File: config.mk
export PLATFORM = sky130hd
export DESIGN_NAME = pmrs_core
export DESIGN_NICKNAME = d
export VERILOG_FILES = /design/src/hdl/pmrs_core.v
export VERILOG_INCLUDE_DIRS = /design/src /design/src/hdl
export SDC_FILE = /design/constraint.sdc
export NUM_CORES = 1
export LEC_CHECK = 0
export BUFFER_PORTS_ARGS = -buffer_cell sky130_fd_sc_hd__buf_2
export CORE_MARGIN = 2
export CORE_UTILIZATION = 30
export DETAILED_ROUTE_END_ITERATION = 10
export PLACE_DENSITY_LB_ADDON = 0.2
export SLEW_MARGIN = 20
export SYNTH_ARGS = -nofsm -noshare
export SYNTH_HDL_FRONTEND = slang
export SYNTH_SLANG_ARGS = --single-unit
File: constraint.sdc
create_clock -name aclk -period 1.9 [get_ports aclk]
set_input_delay 0.095 -clock aclk [delete_from_list [all_inputs] [get_ports aclk]]
set_output_delay 0.095 -clock aclk [all_outputs]
set_load 0.05 [all_outputs]
File: src/hdl/pmrs_regs.vh
// Purpose: constants for the port multiplier reset and signature block
// Assumes: AXI4-Lite byte addresses, 32-bit data
// Notes:   offsets chosen for this block
`ifndef PMRS_REGS_VH
`define PMRS_REGS_VH
// ----------------------------------------
// register offsets
// ----------------------------------------
`define PMRS_OFF_CTRL      8'h00
`define PMRS_OFF_STATUS    8'h04
`define PMRS_OFF_PORTEN    8'h08
`define PMRS_OFF_SIG0      8'h0C
`define PMRS_OFF_SIG1      8'h10
`define PMRS_OFF_SIG2      8'h14
// ----------------------------------------
// field positions and reset values
// ----------------------------------------
`define PMRS_CTRL_AWARE    0
`define PMRS_CTRL_COMINIT  1
`define PMRS_PORTEN_RST    16'h0000
`define PMRS_PORT0_ONLY    16'h0001
`define PMRS_STAT_RDY      8'h40
`define PMRS_ZERO8         8'h00
// ----------------------------------------
// timing and response codes
// ----------------------------------------
`define PMRS_CLEAR_CYCLES  8'h10
`define PMRS_RESP_OKAY     2'b00
`define PMRS_RESP_SLVERR   2'b10
`endif

File: src/hdl/pmrs_core.v
// Purpose: reset sequencing and control-port signature response of a port multiplier
// Assumes: received frames arrive as one-cycle strobes from link logic on aclk;
//          link reset and cominit-sent arrive from the phy domain (synchronised here)
//          NPORTS is at most 16, the width of the enable register
// Notes:   software reaches control and status over AXI4-Lite
//          signature bytes are parameters; their defaults are arbitrary
//          only aresetn and a received link reset clear the block
`timescale 1ns/10ps
`include "pmrs_regs.vh"
module pmrs_core #(
  parameter [7:0] SIG_SECCNT = 8'hA5,  // arbitrary value
  parameter [7:0] SIG_LBA_LO = 8'h5A,  // arbitrary value
  parameter [7:0] SIG_LBA_MD = 8'hC3,  // arbitrary value
  parameter [7:0] SIG_LBA_HI = 8'h3C,  // arbitrary value
  parameter       NPORTS     = 15
) (
  input  wire               aclk,
  input  wire               aresetn,
  input  wire               link_reset_in,
  input  wire               cominit_sent_in,
  input  wire               rx_reg_fis_stb,
  input  wire               rx_ctrl_port,
  input  wire               rx_srst,
  input  wire               rx_is_cmd,
  input  wire [7:0]         rx_command,
  output reg                tx_sig_valid,
  input  wire               tx_sig_ready,
  output reg  [7:0]         tx_status,
  output reg  [7:0]         tx_error,
  output reg  [7:0]         tx_device,
  output reg  [7:0]         tx_seccnt,
  output reg  [7:0]         tx_seccnt_exp,
  output reg  [7:0]         tx_lba_lo,
  output reg  [7:0]         tx_lba_lo_exp,
  output reg  [7:0]         tx_lba_md,
  output reg  [7:0]         tx_lba_md_exp,
  output reg  [7:0]         tx_lba_hi,
  output reg  [7:0]         tx_lba_hi_exp,
  output reg                unsup_cmd_stb,
  output reg                clear_stb,
  output reg                ready_q,
  output reg  [NPORTS-1:0]  port_en,
  input  wire [7:0]         s_axi_awaddr,
  input  wire               s_axi_awvalid,
  output reg                s_axi_awready,
  input  wire [31:0]        s_axi_wdata,
  input  wire [3:0]         s_axi_wstrb,
  input  wire               s_axi_wvalid,
  output reg                s_axi_wready,
  output reg  [1:0]         s_axi_bresp,
  output reg                s_axi_bvalid,
  input  wire               s_axi_bready,
  input  wire [7:0]         s_axi_araddr,
  input  wire               s_axi_arvalid,
  output reg                s_axi_arready,
  output reg  [31:0]        s_axi_rdata,
  output reg  [1:0]         s_axi_rresp,
  output reg                s_axi_rvalid,
  input  wire               s_axi_rready
);

  localparam [7:0] CMD_DEV_RESET = 8'h08;
  localparam [1:0] ST_NOCOMM = 2'b00;
  localparam [1:0] ST_CLEAR  = 2'b01;
  localparam [1:0] ST_RUN    = 2'b10;

  // ----------------------------------------
  // pin synchronisers
  // ----------------------------------------
  // third flop only delays stage two for the edge detect
  reg        lr_s1_q, lr_s2_q, lr_s3_q;
  reg        ci_s1_q, ci_s2_q;
  always @(posedge aclk) begin
    if (!aresetn) begin
      lr_s1_q <= 1'b0;
      lr_s2_q <= 1'b0;
      lr_s3_q <= 1'b0;
      ci_s1_q <= 1'b0;
      ci_s2_q <= 1'b0;
    end else begin
      lr_s1_q <= link_reset_in;
      lr_s2_q <= lr_s1_q;
      lr_s3_q <= lr_s2_q;
      ci_s1_q <= cominit_sent_in;
      ci_s2_q <= ci_s1_q;
    end
  end
  // a level held through a clear fires once only
  wire link_reset_rise = lr_s2_q & ~lr_s3_q;

  // ----------------------------------------
  // host-port reset sequencer
  // ----------------------------------------
  reg [1:0] state_q;
  reg [7:0] clr_cnt_q;
  reg       cominit_done_q;
  reg       aware_q;
  reg       srst_pend_q;
  reg [15:0] port_en_sw_q;

  function [15:0] port_mask;
    input aware;
    input [15:0] sw;
    begin
      // unaware software sees only the drive on port zero
      port_mask = aware ? sw : `PMRS_PORT0_ONLY;
    end
  endfunction

  always @(posedge aclk) begin
    if (!aresetn) begin
      state_q        <= ST_NOCOMM;
      clr_cnt_q      <= 8'h00;
      cominit_done_q <= 1'b0;
      clear_stb      <= 1'b0;
      ready_q        <= 1'b0;
    end else begin
      clear_stb <= 1'b0;
      if (ci_s2_q)
        cominit_done_q <= 1'b1;
      // link reset preempts power-up at any step, even before first cominit
      if (link_reset_rise) begin
        state_q        <= ST_NOCOMM;
        cominit_done_q <= 1'b0;
        ready_q        <= 1'b0;
      end else begin
        case (state_q)
          ST_NOCOMM: begin
            // one pulse per entry into the no-communication state
            clear_stb <= 1'b1;
            clr_cnt_q <= `PMRS_CLEAR_CYCLES;
            state_q   <= ST_CLEAR;
          end
          ST_CLEAR: begin
            if (clr_cnt_q == 8'h01) begin
              state_q <= ST_RUN;
              ready_q <= 1'b1;
            end
            clr_cnt_q <= clr_cnt_q - 8'h01;
          end
          ST_RUN: ;
          default: state_q <= ST_NOCOMM;
        endcase
      end
    end
  end

  // frame logic and registers stay in reset for the whole clear
  wire clearing = (state_q != ST_RUN) | link_reset_rise;

  // ----------------------------------------
  // software reset and signature frame
  // ----------------------------------------
  // frames that arrive while clearing are dropped, not queued
  wire ctrl_fis = rx_reg_fis_stb & rx_ctrl_port & (state_q == ST_RUN);
  // a command frame is never a software-reset step
  wire dev_reset_fis = ctrl_fis & rx_is_cmd & (rx_command == CMD_DEV_RESET);
  wire srst_set_fis  = ctrl_fis & ~rx_is_cmd & rx_srst;
  wire srst_clr_fis  = ctrl_fis & ~rx_is_cmd & ~rx_srst;

  always @(posedge aclk) begin
    if (!aresetn || clearing) begin
      srst_pend_q   <= 1'b0;
      tx_sig_valid  <= 1'b0;
      unsup_cmd_stb <= 1'b0;
      tx_status     <= `PMRS_ZERO8;
      tx_error      <= `PMRS_ZERO8;
      tx_device     <= `PMRS_ZERO8;
      tx_seccnt     <= `PMRS_ZERO8;
      tx_seccnt_exp <= `PMRS_ZERO8;
      tx_lba_lo     <= `PMRS_ZERO8;
      tx_lba_lo_exp <= `PMRS_ZERO8;
      tx_lba_md     <= `PMRS_ZERO8;
      tx_lba_md_exp <= `PMRS_ZERO8;
      tx_lba_hi     <= `PMRS_ZERO8;
      tx_lba_hi_exp <= `PMRS_ZERO8;
    end else begin
      unsup_cmd_stb <= 1'b0;
      if (tx_sig_valid && tx_sig_ready)
        tx_sig_valid <= 1'b0;
      if (dev_reset_fis) begin
        unsup_cmd_stb <= 1'b1;
      end else if (srst_set_fis) begin
        srst_pend_q <= 1'b1;
        // a cleared frame meeting an unsent signature leaves the request pending
      end else if (srst_clr_fis && srst_pend_q && !tx_sig_valid) begin
        // only action of a software reset: no state is cleared
        srst_pend_q   <= 1'b0;
        tx_sig_valid  <= 1'b1;
        tx_seccnt     <= SIG_SECCNT;
        tx_lba_lo     <= SIG_LBA_LO;
        tx_lba_md     <= SIG_LBA_MD;
        tx_lba_hi     <= SIG_LBA_HI;
        tx_error      <= `PMRS_ZERO8;
        tx_device     <= `PMRS_ZERO8;
        tx_seccnt_exp <= `PMRS_ZERO8;
        tx_lba_lo_exp <= `PMRS_ZERO8;
        tx_lba_md_exp <= `PMRS_ZERO8;
        tx_lba_hi_exp <= `PMRS_ZERO8;
        tx_status     <= `PMRS_STAT_RDY;
      end
    end
  end

  // ----------------------------------------
  // AXI4-Lite slave
  // ----------------------------------------
  reg        aw_hit_q, w_hit_q;
  reg [7:0]  awaddr_q;
  reg [31:0] wdata_q;
  reg [3:0]  wstrb_q;

  // offsets that answer okay; any other draws a slave error
  function known_off;
    input [7:0] addr;
    begin
      case (addr)
        `PMRS_OFF_CTRL, `PMRS_OFF_STATUS, `PMRS_OFF_PORTEN,
        `PMRS_OFF_SIG0, `PMRS_OFF_SIG1, `PMRS_OFF_SIG2: known_off = 1'b1;
        default: known_off = 1'b0;
      endcase
    end
  endfunction

  always @(posedge aclk) begin
    if (!aresetn) begin
      s_axi_awready <= 1'b0;
      s_axi_wready  <= 1'b0;
      s_axi_bvalid  <= 1'b0;
      s_axi_bresp   <= `PMRS_RESP_OKAY;
      aw_hit_q      <= 1'b0;
      w_hit_q       <= 1'b0;
      awaddr_q      <= 8'h00;
      wdata_q       <= 32'h00000000;
      wstrb_q       <= 4'h0;
      aware_q       <= 1'b0;
      port_en_sw_q  <= `PMRS_PORTEN_RST;
    end else begin
      s_axi_awready <= 1'b0;
      s_axi_wready  <= 1'b0;
      // address and data in either order; the response waits for both
      if (s_axi_awvalid && !aw_hit_q && !s_axi_awready && !s_axi_bvalid) begin
        s_axi_awready <= 1'b1;
        aw_hit_q      <= 1'b1;
        awaddr_q      <= s_axi_awaddr;
      end
      if (s_axi_wvalid && !w_hit_q && !s_axi_wready && !s_axi_bvalid) begin
        s_axi_wready <= 1'b1;
        w_hit_q      <= 1'b1;
        wdata_q      <= s_axi_wdata;
        wstrb_q      <= s_axi_wstrb;
      end
      if (aw_hit_q && w_hit_q && !s_axi_bvalid) begin
        aw_hit_q     <= 1'b0;
        w_hit_q      <= 1'b0;
        s_axi_bvalid <= 1'b1;
        s_axi_bresp  <= `PMRS_RESP_OKAY;
        if (awaddr_q == `PMRS_OFF_CTRL) begin
          if (wstrb_q[0])
            aware_q <= wdata_q[`PMRS_CTRL_AWARE];
        end else if (awaddr_q == `PMRS_OFF_PORTEN) begin
          if (wstrb_q[0])
            port_en_sw_q[7:0] <= wdata_q[7:0];
          if (wstrb_q[1])
            port_en_sw_q[15:8] <= wdata_q[15:8];
        end else if (!known_off(awaddr_q)) begin
          s_axi_bresp <= `PMRS_RESP_SLVERR;
        end
      end else if (s_axi_bvalid && s_axi_bready) begin
        s_axi_bvalid <= 1'b0;
      end
      // registers take reset values on every clear; soft reset never reaches here
      if (clearing) begin
        aware_q      <= 1'b0;
        port_en_sw_q <= `PMRS_PORTEN_RST;
      end
    end
  end

  // ----------------------------------------
  // device port enables
  // ----------------------------------------
  wire [15:0] port_mask_w = port_mask(aware_q, port_en_sw_q);

  // with aware set, a write to the enables shows on the ports one cycle later; unaware, port zero alone
  always @(posedge aclk) begin
    if (!aresetn || clearing) begin
      port_en <= {NPORTS{1'b0}};
    end else begin
      port_en <= port_mask_w[NPORTS-1:0];
    end
  end

  // ----------------------------------------
  // status word
  // ----------------------------------------
  wire [31:0] status_w = {{26{1'b0}}, srst_pend_q, tx_sig_valid, cominit_done_q, ready_q, state_q};

  // one read at a time: a new address waits until rvalid is taken
  always @(posedge aclk) begin
    if (!aresetn) begin
      s_axi_arready <= 1'b0;
      s_axi_rvalid  <= 1'b0;
      s_axi_rdata   <= 32'h00000000;
      s_axi_rresp   <= `PMRS_RESP_OKAY;
    end else begin
      s_axi_arready <= 1'b0;
      if (s_axi_arvalid && !s_axi_arready && !s_axi_rvalid) begin
        s_axi_arready <= 1'b1;
        s_axi_rvalid  <= 1'b1;
        s_axi_rresp   <= known_off(s_axi_araddr) ? `PMRS_RESP_OKAY : `PMRS_RESP_SLVERR;
        case (s_axi_araddr)
          `PMRS_OFF_CTRL:   s_axi_rdata <= {{31{1'b0}}, aware_q};
          `PMRS_OFF_STATUS: s_axi_rdata <= status_w;
          `PMRS_OFF_PORTEN: s_axi_rdata <= {16'h0000, port_en_sw_q};
          `PMRS_OFF_SIG0:   s_axi_rdata <= {SIG_LBA_HI, SIG_LBA_MD, SIG_LBA_LO, SIG_SECCNT};
          `PMRS_OFF_SIG1:   s_axi_rdata <= {16'h0000, `PMRS_STAT_RDY, `PMRS_ZERO8};
          `PMRS_OFF_SIG2:   s_axi_rdata <= 32'h00000000;
          default:          s_axi_rdata <= 32'h00000000;
        endcase
      end else if (s_axi_rvalid && s_axi_rready) begin
        s_axi_rvalid <= 1'b0;
      end
    end
  end

endmodule // pmrs_core

==> flow_summary.yaml <==
yosys:
  async_flop_share: 0
  ys_seq_area_frac: 0.426
  synthCells: 559
  yosysWarnings: 0
  synth-edff-count: 0
  ys.flop_type: "dfxtp_1"
  yosysTopAreaCell: "dfxtp_1"
  synth_area_um2: 4980
  syn_area_per_cell_um2: 8.90
  synth_top_area_share: 0.426
  netlist_top_cells_area: "dfxtp_1, buf_4, nand2_1"
  ys_types: 50
  ys_seq_elements: 106
worst_setup_path:
  cp_max_fo: 8
  cp-end-kind: "flip-flop"
  critPathBufInv: 1
  crit_family: "simple AND/OR/NAND/NOR gates"
  max_stage_delay_ns: 0.67
  arrival_ns: 2.02
  cpMaxStageDelayCell: "or4_1"
  worstSetupPathType: "flip-flop to flip-flop"
  startpoint_type: "flip-flop"
  crit_chain: "or4_1 -> nor4_4 -> buf_12 -> mux2i_1"
  cp.required_ns: 2.18
grt:
  antenna_found_initial: 0
  grt.total_usage: 0.132
  grt_pass1_wl_um: 18800
  overflow: 0
  grt_max_degree: 34
  first_global_vias: 3651
finish:
  drive_above_1_share: 0.243
  final_cell_area_um2: 5930
  layout_commonest_cell: "buf_2"
  num_antenna_cells: 0
  final_nets: 750
  area_growth_pct: 19.2
  most-common-layout-cells: "buf_2, dfxtp_1, conb_1"
min_path:
  hold_class: "input pin to flip-flop"
floorplan:
  initial_utilization: 0.303
  rows: 47
  die_area_um2: 17600
  pin_count: 222
  die_h_um: 133
  die_x_um: 133
  coreArea_um2: 16400
cts:
  htree_levels: 3
  clk_path_buf_depth: 2
  cts_buffers: 9
  cts_tree: "yes"
  cts.clk_slew.worst_paths_ns: 0.07
  postCtsSetupBuffers: 0
  cts_root_buffer: "clkbuf_16"
  clock_latency_ns: 0.35
  cts_num_sinks: 106
pwr:
  internal_power_mw: 3.49
  seqPwrFrac: 0.466
  p_sw_mw: 1.62
  ir_drop_mv: 0.424
  pwr-share-clk: 0.356
  p_comb_frac: 0.178
  power_density_nw_per_um2: 862
  p_sw_frac: 0.317
  power_leakage_nw: 2.64
detailed_routing:
  via_count: 4016
  wl_per_cell_um: 13.1
  ant_nets: 0
  drt_iter0_drc: 187
  drt-total-wl_um: 11800
  dr.pass1.iters: 5
  via_per_inst: 4.47
  drcViolationCount: 0
placed_design:
  gp_congestion: 0.739
  hpwl_um: 8600
  port_buffers: 122
  placed_cell_area_um2: 5400
timing:
  rsz0062_at_grt: "false"
  setup_viol: 0
  tns_ns: 0
  period_share: 0.913
  finClkSkew_ns: 0.00730
  min_period_ns: 1.73
  max_clock_freq_mhz: 577
  slew_viol_final: 0
  relSlewSlack: 0.561
  tightest_slew_ns: 0.656
  finalHoldViolCount: 0
  hold_ws_ns: 0.0121
run_status:
  status: "completed"
run:
  drv_cap: 0
-- layout make-up --
cell class	instances	area, um^2
Clock inverter	5	47.5
Fill cell	1726	10500
Tap cell	220	275
Clock buffer	11	243
Timing Repair Buffer	162	996
Inverter	11	41.3
Multi-Input combinational cell	384	2210
Sequential cell	106	2120
-- layer usage --
metal  track usage  share of wire  vias to the layer above
li1              -              -                     2006
met1         0.185           0.49                     1839
met2         0.202           0.44                      163
met3        0.0291          0.070                        8
met4        0.0400         0.0077                        0
met5             0              0                        -
-- synth_stat cells, types with 2 or more instances --
| master | instances |
|---|---|
| or4bb_1 | 2 |
| o21a_1 | 3 |
| or3b_2 | 2 |
| o41ai_1 | 3 |
| nand4_1 | 35 |
| nor2b_1 | 8 |
| and2_1 | 6 |
| or4b_2 | 3 |
| a21oi_1 | 39 |
| a211oi_1 | 2 |
| buf_4 | 104 |
| o21ai_0 | 4 |
| or4_1 | 5 |
| nand3b_1 | 2 |
| nor4b_2 | 2 |
| mux2i_1 | 20 |
| o211ai_1 | 6 |
| nor4b_1 | 2 |
| ha_1 | 2 |
| inv_1 | 10 |
| a22oi_1 | 3 |
| or3_1 | 2 |
| nand4b_1 | 3 |
| o31ai_1 | 7 |
| dfxtp_1 | 106 |
| nor4_1 | 7 |
| clkbuf_1 | 32 |
| o2bb2ai_1 | 5 |
| nand2_1 | 59 |
| nand3_1 | 8 |
| nor4_4 | 2 |
| nor3b_1 | 3 |
| a22o_1 | 5 |
| nand2b_1 | 5 |
| and3_1 | 16 |
| nor2_1 | 22 |
-- sequential cells by signal, summed over array words and instances (netlist names), 2 cells and up --
signal and count:
wdata_q 16, port_en 15, awaddr_q 8, port_en_sw_q 16
clr_cnt_q 8, s_axi_rdata 17, wstrb_q 2, state_q 2
-- worst register-to-register path, cell delays in order, from the launching register on --
cell	delay, ns
dfxtp_1	0.31
or4_1	0.67
nor4_4	0.31
buf_12	0.18
mux2i_1	0.19
-- power by group through the flow --
stage / logic (mW) / clock network [mW] / registers (mW)
2_1_floorplan: 0.794 / 0 / 2.46
3_3_place_gp: 0.859 / 0 / 2.43
3_5_place_dp: 0.870 / 0 / 2.43
4_1_cts: 0.908 / 1.89 / 2.38
5_1_grt: 0.978 / 1.98 / 2.40
6_report: 0.909 / 1.82 / 2.38
-- worst paths after layout --
kind,to,slack (ns),cells after the start,from
max,port_en_sw_q[12],0.17,4,awaddr_q[1]
min,wdata_q[15],0.01,3,s_axi_wdata[15]
max reg2reg,port_en_sw_q[12],0.17,4,awaddr_q[1]
min reg2reg,cominit_done_q,0.43,2,ci_s2_q
-- cells by family (layout without fill, tap and decap cells) --
logic type,Yosys count,count (layout),synth area share
and+or+nand+nor,199,199,0.229
buffers and inverters,149,189,0.191
DFF,106,106,0.426
AOI/OAI and AO/OA,82,82,0.107
muxes,20,20,0.0402
adders and majority gates,2,2,0.00503
other,1,81,0.000754
-- metrics by stage --
stage                     std cells  power [mW]  setup slack (ns)  utilization
after floorplan                 639        3.25            0.0295            -
after global placement          859        3.29             0.196        0.329
after detailed placement        859        3.30             0.172        0.329
after CTS                       899        5.18             0.155        0.361
after global routing            899        5.36            0.0714        0.361
final                           899        5.11             0.166        0.361
-- timing repair --
action | in CTS | in global routing
hold buffers | 24 | 0
hold endpoints to repair | 22 | 0
resized for setup | 0 | 0
No activity file was read; power rests on OpenSTA's default activity.
